[src/common/led_mode_irq_map.vh]
// register offsets, field positions, reset values and timing counts
`ifndef LED_MODE_IRQ_MAP_VH
`define LED_MODE_IRQ_MAP_VH

// register offsets on the register access port
`define MODE_CONTROL_ADDR 8'h01
`define INTERRUPT_FLAGS_ADDR 8'h02
`define INTERRUPT_ENABLE_ADDR 8'h03
`define BL_MAX_CURRENT_ADDR 8'h13

// mode_control field positions
`define MD_INT_CFG_BIT 6
`define MD_NORMAL_BIT 5
`define MD_GAIN_RST_BIT 4
`define MD_GDWN_INH_BIT 3
`define MD_INDEP_EN_BIT 2
`define MD_BACKLIGHT_MASTER_EN_BIT 0
`define MD_WR_MASK 8'h7D

// interrupt_flags and interrupt_enable field positions
`define FL_INDEP_OFF_BIT 6
`define FL_BL_OFF_BIT 5
`define FL_SHORT_BIT 4
`define FL_TSD_BIT 3
`define FL_OVP_BIT 2
`define FL_MASK 8'h7C

// reset values
`define MODE_CONTROL_RST 8'h00
`define INTERRUPT_FLAGS_RST 8'h00
`define INTERRUPT_ENABLE_RST 8'h00

// charge pump gain codes
`define GAIN_1X 2'h0
`define GAIN_1P5X 2'h1
`define GAIN_2X 2'h2

// interrupt release gap: 50 us at the 25 MHz clock, in cycles
// sized to the 11-bit gap counter so no truncation is needed
`define INT_GAP_CYCLES 11'h4E2

`endif

[src/design/led_mode_irq.v]
// mode control and interrupt status block of a nine-sink led driver
//
// Behaviour
// - config 1: clear with pending, release 50us
// - config 0: clear with pending, stay asserted
// - standby bit 0 turns all sinks off and holds 1x gain; registers and interrupts keep running
// - max current write forces 1x gain
// - inhibit: gain up freely, down when off
// - no inhibit: gain follows load both ways
// - independent master enables independent group sinks
// - any direct enable outside the backlight group overrides independent master
// - backlight master enables backlight group sinks
// - flag when selected independent sinks all off
// - flag when backlight fade reaches off
// - flag on short or overload detection
// - flag on thermal shutdown
// - flag on charge pump overvoltage
// - writing one clears flag, else unchanged
// - enable gates interrupt, flag still sets
`include "led_mode_irq_map.vh"
`timescale 1ns/1ps
`default_nettype none

module led_mode_irq (
  // clock and reset
  input wire clk,
  input wire sys_rst,
  // register access port from the serial interface
  input wire reg_wr,
  input wire reg_rd,
  input wire [7:0] reg_addr,
  input wire [7:0] reg_wdata,
  output reg [7:0] reg_rdata_ff,
  // sink group configuration and state from the fade engines
  input wire [8:0] bl_group_sel,
  input wire [8:0] per_sink_direct_enable,
  input wire [8:0] indep_off_sel,
  input wire [8:0] sink_on,
  input wire bl_fade_off_done,
  // asynchronous analog detectors
  input wire short_det,
  input wire tsd_det,
  input wire ovp_det,
  input wire load_needs_more,
  input wire load_needs_less,
  // outputs to the analog core and the host
  output reg [8:0] indep_sink_en_ff,
  output reg [8:0] backlight_sink_en_ff,
  output reg normal_run_ff,
  output reg [1:0] cp_gain_ff,
  output reg host_irq_n_ff
);

  // ****************************************************************
  // registers and wires
  // ****************************************************************
  reg [7:0] mode_control_ff;
  reg [7:0] interrupt_flags_ff;
  reg [7:0] interrupt_enable_ff;
  reg [4:0] sync1_ff;
  reg [4:0] sync2_ff;
  reg [2:0] det_dly_ff;
  reg indep_any_on_ff;
  reg [10:0] gap_cnt_ff;
  reg [7:0] nxt_mode;
  reg [7:0] nxt_flags;
  reg [7:0] nxt_enable;
  reg [7:0] nxt_rdata;
  reg [7:0] flag_set;
  reg [7:0] flag_clr;
  reg [1:0] nxt_gain;
  reg [10:0] nxt_gap;
  wire int_cfg;
  wire normal_not_standby;
  wire gain_reset_on_max_write;
  wire gain_down_inhibit;
  wire indep_sink_master_en;
  wire backlight_master_en;
  wire [2:0] det_now;
  wire [2:0] det_rise;
  wire indep_sel_on;
  wire all_sinks_off;
  wire max_wr;
  wire clr_hit;
  wire pending_now;
  wire pending_next;

  assign int_cfg = mode_control_ff[`MD_INT_CFG_BIT];
  assign normal_not_standby = mode_control_ff[`MD_NORMAL_BIT];
  assign gain_reset_on_max_write = mode_control_ff[`MD_GAIN_RST_BIT];
  assign gain_down_inhibit = mode_control_ff[`MD_GDWN_INH_BIT];
  assign indep_sink_master_en = mode_control_ff[`MD_INDEP_EN_BIT];
  assign backlight_master_en = mode_control_ff[`MD_BACKLIGHT_MASTER_EN_BIT];

  // ****************************************************************
  // input synchronisers
  // ****************************************************************
  // analog comparators are asynchronous, so two stages before any use
  always @(posedge clk or posedge sys_rst)
  begin
    if (sys_rst)
    begin
      sync1_ff <= 5'h00;
      sync2_ff <= 5'h00;
      det_dly_ff <= 3'h0;
    end
    else
    begin
      sync1_ff <= {load_needs_less, load_needs_more, ovp_det, tsd_det,
                   short_det};
      sync2_ff <= sync1_ff;
      det_dly_ff <= sync2_ff[2:0];
    end
  end

  // edge detection on the second stage only
  assign det_now = sync2_ff[2:0];
  assign det_rise = det_now & ~det_dly_ff;

  // ****************************************************************
  // event detection
  // ****************************************************************
  // selected independent sinks: flag fires on the on-to-off transition
  assign indep_sel_on = |(sink_on & indep_off_sel & ~bl_group_sel);
  assign all_sinks_off = ~|sink_on;

  always @(posedge clk or posedge sys_rst)
  begin
    if (sys_rst)
      indep_any_on_ff <= 1'b0;
    else
      indep_any_on_ff <= indep_sel_on;
  end

  // hardware set terms, one per flag
  always @*
  begin
    flag_set = 8'h00;
    flag_set[`FL_INDEP_OFF_BIT] = indep_any_on_ff & ~indep_sel_on;
    flag_set[`FL_BL_OFF_BIT] = bl_fade_off_done;
    flag_set[`FL_SHORT_BIT] = det_rise[0];
    flag_set[`FL_TSD_BIT] = det_rise[1];
    flag_set[`FL_OVP_BIT] = det_rise[2];
  end

  // ****************************************************************
  // register file
  // ****************************************************************
  assign max_wr = reg_wr & (reg_addr == `BL_MAX_CURRENT_ADDR);

  // write-one-to-clear; a set in the same cycle wins over the clear
  always @*
  begin
    flag_clr = 8'h00;
    if (reg_wr && reg_addr == `INTERRUPT_FLAGS_ADDR)
      flag_clr = reg_wdata & `FL_MASK;
    nxt_flags = ((interrupt_flags_ff & ~flag_clr) | flag_set) & `FL_MASK;
  end

  // plain read/write registers; reserved bits stay zero
  always @*
  begin
    nxt_mode = mode_control_ff;
    nxt_enable = interrupt_enable_ff;
    if (reg_wr && reg_addr == `MODE_CONTROL_ADDR)
      nxt_mode = reg_wdata & `MD_WR_MASK;
    if (reg_wr && reg_addr == `INTERRUPT_ENABLE_ADDR)
      nxt_enable = reg_wdata & `FL_MASK;
  end

  // read data: reads have no side effect on the flags
  always @*
  begin
    nxt_rdata = reg_rdata_ff;
    if (reg_rd)
    begin
      case (reg_addr)
        `MODE_CONTROL_ADDR: nxt_rdata = mode_control_ff;
        `INTERRUPT_FLAGS_ADDR: nxt_rdata = interrupt_flags_ff;
        `INTERRUPT_ENABLE_ADDR: nxt_rdata = interrupt_enable_ff;
        default: nxt_rdata = 8'h00;
      endcase
    end
  end

  always @(posedge clk or posedge sys_rst)
  begin
    if (sys_rst)
    begin
      mode_control_ff <= `MODE_CONTROL_RST;
      interrupt_flags_ff <= `INTERRUPT_FLAGS_RST;
      interrupt_enable_ff <= `INTERRUPT_ENABLE_RST;
      reg_rdata_ff <= 8'h00;
    end
    else
    begin
      mode_control_ff <= nxt_mode;
      interrupt_flags_ff <= nxt_flags;
      interrupt_enable_ff <= nxt_enable;
      reg_rdata_ff <= nxt_rdata;
    end
  end

  // ****************************************************************
  // sink enables and standby
  // ****************************************************************
  // standby keeps the registers alive but turns every sink off
  always @(posedge clk or posedge sys_rst)
  begin
    if (sys_rst)
    begin
      normal_run_ff <= 1'b0;
      indep_sink_en_ff <= 9'h000;
      backlight_sink_en_ff <= 9'h000;
    end
    else
    begin
      normal_run_ff <= normal_not_standby;
      if (!normal_not_standby)
      begin
        indep_sink_en_ff <= 9'h000;
        backlight_sink_en_ff <= 9'h000;
      end
      else
      begin
        // direct enables take over the whole independent group
        if (|(per_sink_direct_enable & ~bl_group_sel))
          indep_sink_en_ff <= per_sink_direct_enable & ~bl_group_sel;
        else
          indep_sink_en_ff <= {9{indep_sink_master_en}} & ~bl_group_sel;
        backlight_sink_en_ff <= {9{backlight_master_en}} & bl_group_sel;
      end
    end
  end

  // ****************************************************************
  // charge pump gain policy
  // ****************************************************************
  always @*
  begin
    nxt_gain = cp_gain_ff;
    if (max_wr && gain_reset_on_max_write)
      nxt_gain = `GAIN_1X;
    else if (!normal_not_standby)
      nxt_gain = `GAIN_1X;
    else if (sync2_ff[3] && cp_gain_ff != `GAIN_2X)
      nxt_gain = cp_gain_ff + 2'h1;
    else if (sync2_ff[4] && cp_gain_ff != `GAIN_1X &&
             (!gain_down_inhibit || all_sinks_off))
      nxt_gain = cp_gain_ff - 2'h1;
  end

  always @(posedge clk or posedge sys_rst)
  begin
    if (sys_rst)
      cp_gain_ff <= `GAIN_1X;
    else
      cp_gain_ff <= nxt_gain;
  end

  // ****************************************************************
  // host interrupt line
  // ****************************************************************
  assign pending_now = |(interrupt_flags_ff & interrupt_enable_ff);
  assign pending_next = |(nxt_flags & nxt_enable);
  assign clr_hit = |(flag_clr & interrupt_flags_ff);

  // with the config bit high, release gap restarts on each clearing write that leaves work pending
  always @*
  begin
    nxt_gap = gap_cnt_ff;
    if (clr_hit && pending_next && int_cfg)
      nxt_gap = `INT_GAP_CYCLES;
    else if (gap_cnt_ff != 11'h000)
      nxt_gap = gap_cnt_ff - 11'h001;
  end

  // with the config bit low the line never drops while pending
  always @(posedge clk or posedge sys_rst)
  begin
    if (sys_rst)
    begin
      gap_cnt_ff <= 11'h000;
      host_irq_n_ff <= 1'b1;
    end
    else
    begin
      gap_cnt_ff <= nxt_gap;
      host_irq_n_ff <= ~(pending_now & (nxt_gap == 11'h000));
    end
  end

endmodule // led_mode_irq

`default_nettype wire

[config.mk]
export PLATFORM = sky130hd
export DESIGN_NAME = led_mode_irq
export DESIGN_NICKNAME = d
export VERILOG_FILES = /design/src/design/led_mode_irq.v
export VERILOG_INCLUDE_DIRS = /design/src /design/src/common
export SDC_FILE = /design/constraint.sdc
export NUM_CORES = 1
export LEC_CHECK = 0
export BUFFER_PORTS_ARGS = -buffer_cell sky130_fd_sc_hd__buf_2
export CAP_MARGIN = 10
export CORE_MARGIN = 2
export CORE_UTILIZATION = 40
export CTS_CLUSTER_DIAMETER = 120
export DETAILED_ROUTE_END_ITERATION = 10
export RECOVER_POWER = 100
export SETUP_SLACK_MARGIN = 0.5
export SYNTH_ARGS = -nofsm -noshare
export SYNTH_HDL_FRONTEND = slang
export SYNTH_SLANG_ARGS = --single-unit
[constraint.sdc]
create_clock -name clk -period 6.12 [get_ports clk]
set_clock_uncertainty 0.1 [all_clocks]
set_input_delay 0 -clock clk [delete_from_list [all_inputs] [get_ports clk]]
set_output_delay 0 -clock clk [all_outputs]
set_load 0.1 [all_outputs]
==> summary.txt <==
Clock network
  – Worst skew pair latency: ~0.34 ns
  – CTS root buffer: clkbuf_8
  – CTS tree: yes
  – CTS Buf Count: 9
  – CTS Sinks: slightly below 70
  – H-tree Lvls: 3
  – Clock Path Buffers: 2
  – Worst-path clk slew: 0.06 ns

Route
  – DR DRC count: 0
  – DR vias: 2,767
  – Drt pass-1 iters: 4
  – Initial drt markers: between 150 and 200
  – Vias per inst: about 5
  – ANT nets after route: 0
  – Final wirelength: about 7700 um
  – Drt wl/cell: ~14 um

Yosys
  – Post-synth top area cell: dfrtp_1
  – Async SR Flop Fraction: 100%
  – Gate Count Post-Synth: roughly 310
  – EDFF count, synth: 0
  – Yosys reg bits: 69
  – Sequential-to-total area share from yosys stat: a little over half
  – Synth area leaders: dfrtp_1 53%, mux2_2 3.8%, nor2_1 2.8%
  – Warnings from Yosys: 0
  – Largest family of logic cells by synthesized area: simple AND/OR/NAND/NOR gates
  – Syn_area_per_cell: ~10 um^2
  – Netlist cell types: 52
  – Post-Syn Area: approximately 3200 um^2
  – Post-synthesis simple-gate area fraction: between 20% and 30%
  – Post-Synth XOR/XNOR Area: under 10%
  – Post-synthesis compound-gate area fraction: between 10% and 20%
  – Top_reg_cell synth: dfrtp_1
  – Post-synthesis mux area share: 5.09%
  – Top cell type's share of synthesized area: between 50 and 60%
  – Post-synthesis adder-cell area fraction: 0.777%

Min path
  – Min-delay worst type: primary input to register

Final layout
  – Layout Nets: 498
  – Antenna diodes: 0
  – Filler Cell Count: just over 700
  – Design Area, Final: 4270 um^2
  – P&R area growth vs syn: 32.7%
  – Share of cells above drive strength 1: between 10% and 20%
  – Finished Layout Cells: between 500 and 600

Die
  – Ports: just over 90
  – # rows: 32
  – CORE AREA: between 7000 and 8000 um^2
  – Starting density of the core: 41.5%
  – Die X: approximately 94 um
  – Die footprint: roughly 8800 um^2
  – Die height: 93.7 um

Global routing
  – Initial antenna violation count: 0
  – Largest net degree at the start of global routing: 70
  – Vias in the first global route: 2,748
  – Global-route wire length before repair: about 13,000 um
  – GRT Overall Usage: 19.2%
  – Total gr overflow: 0

Critical path
  – Worst EP required: roughly 5.6 ns
  – CP arrival: ~3.3 ns
  – Worst-path fanout max: just under 70
  – Type of origin of the critical path: primary input
  – Critical path class: primary input to asynchronous set/reset pin
  – Setup crit end kind: asynchronous set/reset pin

Placement
  – GP Congestion: roughly 0.84
  – DP Area: 3730 um^2
  – IO buf count: 87
  – HPWL Detailed: 5220 um
  – DP Cell Count: 483

Timing
  – Fmax: about 270 MHz
  – Min cycle time layout: 3.73 ns
  – Final Hold Fails: 0
  – Slew Viols, Final: 70
  – RSZ-0062 raised after global routing: false
  – Final setup viols: 0
  – Tcrit/Tclk final: roughly 61%
  – Worst-Margin Slew: approximately 3.6 ns
  – Setup TNS: 0 ns
  – Worst hold slack: 0.0802 ns
  – Slew HR: -140%

Outcome
  – Failing checks: max-capacitance violations, max-slew violations
  – Outcome: finished with violations

Flow run
  – MaxCap Viol Count: 1

Pwr
  – Cell Pwr Density: ~220 nW/um^2
  – Peak VDD IR: 0.144 mV
  – P_leak: between 1.5 and 2 nW
==> flip-flops by register name, summed over array words and instances, names as in the netlist <==
register              flops
normal_run_ff             1
reg_rdata_ff              6
gap_cnt_ff               11
indep_sink_en_ff          9
mode_control_ff           6
interrupt_flags_ff        5
cp_gain_ff                2
det_dly_ff                3
host_irq_n_ff             1
sync1_ff                  5
interrupt_enable_ff       5
backlight_sink_en_ff      9
indep_any_on_ff           1
sync2_ff                  5
==> kinds of logic after synthesis <==
kind of cell    after synthesis
flops                        69
fa+ha+maj                     2
buf+inv                      38
simple gates                114
other cells                   1
xor+xnor                      7
compound gates               61
mux                          15
==> metal layers <==
metal,vias up,part of all wire [%],GRT usage [%]
met5,-,0,0
met1,1332,46,24.7
met4,0,2.0,7.61
met3,12,4.4,4.33
li1,1347,-,-
met2,76,48,31.4
==> layout by cell type (no fill, tap or decap), types with 4 or more instances in the layout <==
cell and count:
a22o_1 5, clkbuf_8 10, mux2_2 9, xnor2_1 7
dfrtp_1 68, buf_2 57, inv_1 23, nor4_1 8
mux2i_1 4, and3_1 9, a21oi_1 14, o22ai_1 8
clkbuf_1 35, nand3b_1 6, nor2b_1 4, nand2b_1 6
dlygate4sd3_1 42, nand4_1 6, a31oi_1 5, nor3_1 10
nor3b_1 11, nand3_1 4, nor2_1 24, o21ai_0 11
nand2_1 9
==> where the power goes <==
group | internal [W] | switching [W]
combinational | 0.0000457 | 0.0000574
clock | 0.000200 | 0.000157
sequential | 0.000468 | 0.0000111
total | 0.000714 | 0.000225
==> metrics by stage <==
step / setup WS (ns) / utilization (%) / total power (W)
floorplan: 3.74 / - / 0.000538
CTS: 3.08 / 55.8 / 0.000953
finish: 2.39 / 55.0 / 0.000939
detailed placement: 3.59 / 48.0 / 0.000577
global route: 1.54 / 55.0 / 0.000983
global placement: 3.58 / 48.0 / 0.000575
==> layout make-up <==
type	instances	area, um^2	share of cell area [%]
Multi-Input combinational cell	201	1320	30.9
Inverter	23	86.3	2.02
Clock inverter	2	35.0	0.820
Tap cell	102	128	2.99
Sequential cell	69	1730	40.4
Clock buffer	14	153	3.57
Timing Repair Buffer	130	822	19.2
==> synth_stat cells (all sizes together) (2+ instances only) <==
library cell   n
inv           23
ha             2
a22oi          3
a21o           2
nor2b          4
nor4           8
clkbuf        11
o211ai         2
mux2          11
a222oi         2
nor2          24
or3            2
or4            2
nor3          10
or3b           2
or2            3
nor3b         11
xnor2          7
and3           9
buf            4
nand3b         6
dfrtp         68
a22o           5
nand2b         6
and2           4
o22ai          8
a21oi         14
nand3          5
mux2i          4
nand4          6
nand2          9
o31ai          2
o21ai         12
a31oi          5
==> worst max-delay path, cell delays in order <==
cell,delay (ns)
dlygate4sd3_1,0.54
buf_2,0.12
inv_1,0.04
clkbuf_1,2.52
==> path summary, 6_finish.rpt <==
kind / start / endpoint / slack, ns / depth (start not counted)
max: sys_rst / reg_rdata_ff[4] / 2.39 / 4
min: reg_addr[5] / cp_gain_ff[0] / 0.08 / 5
max reg2reg: gap_cnt_ff[0] / host_irq_n_ff / 3.57 / 7
min reg2reg: sync1_ff[3] / sync2_ff[3] / 0.25 / 0
max in group clk: reg_addr[7] / host_irq_n_ff / 2.56 / 9
min in group asynchronous: sys_rst / sync1_ff[2] / 1.51 / 4
==> what timing repair did <==
action,in CTS,in global routing
resized for setup,0,0
setup endpoints to repair,0,0
setup buffers,0,0
hold endpoints to repair,113,0
hold buffers,42,0
Power figures use the tool's default switching activity.
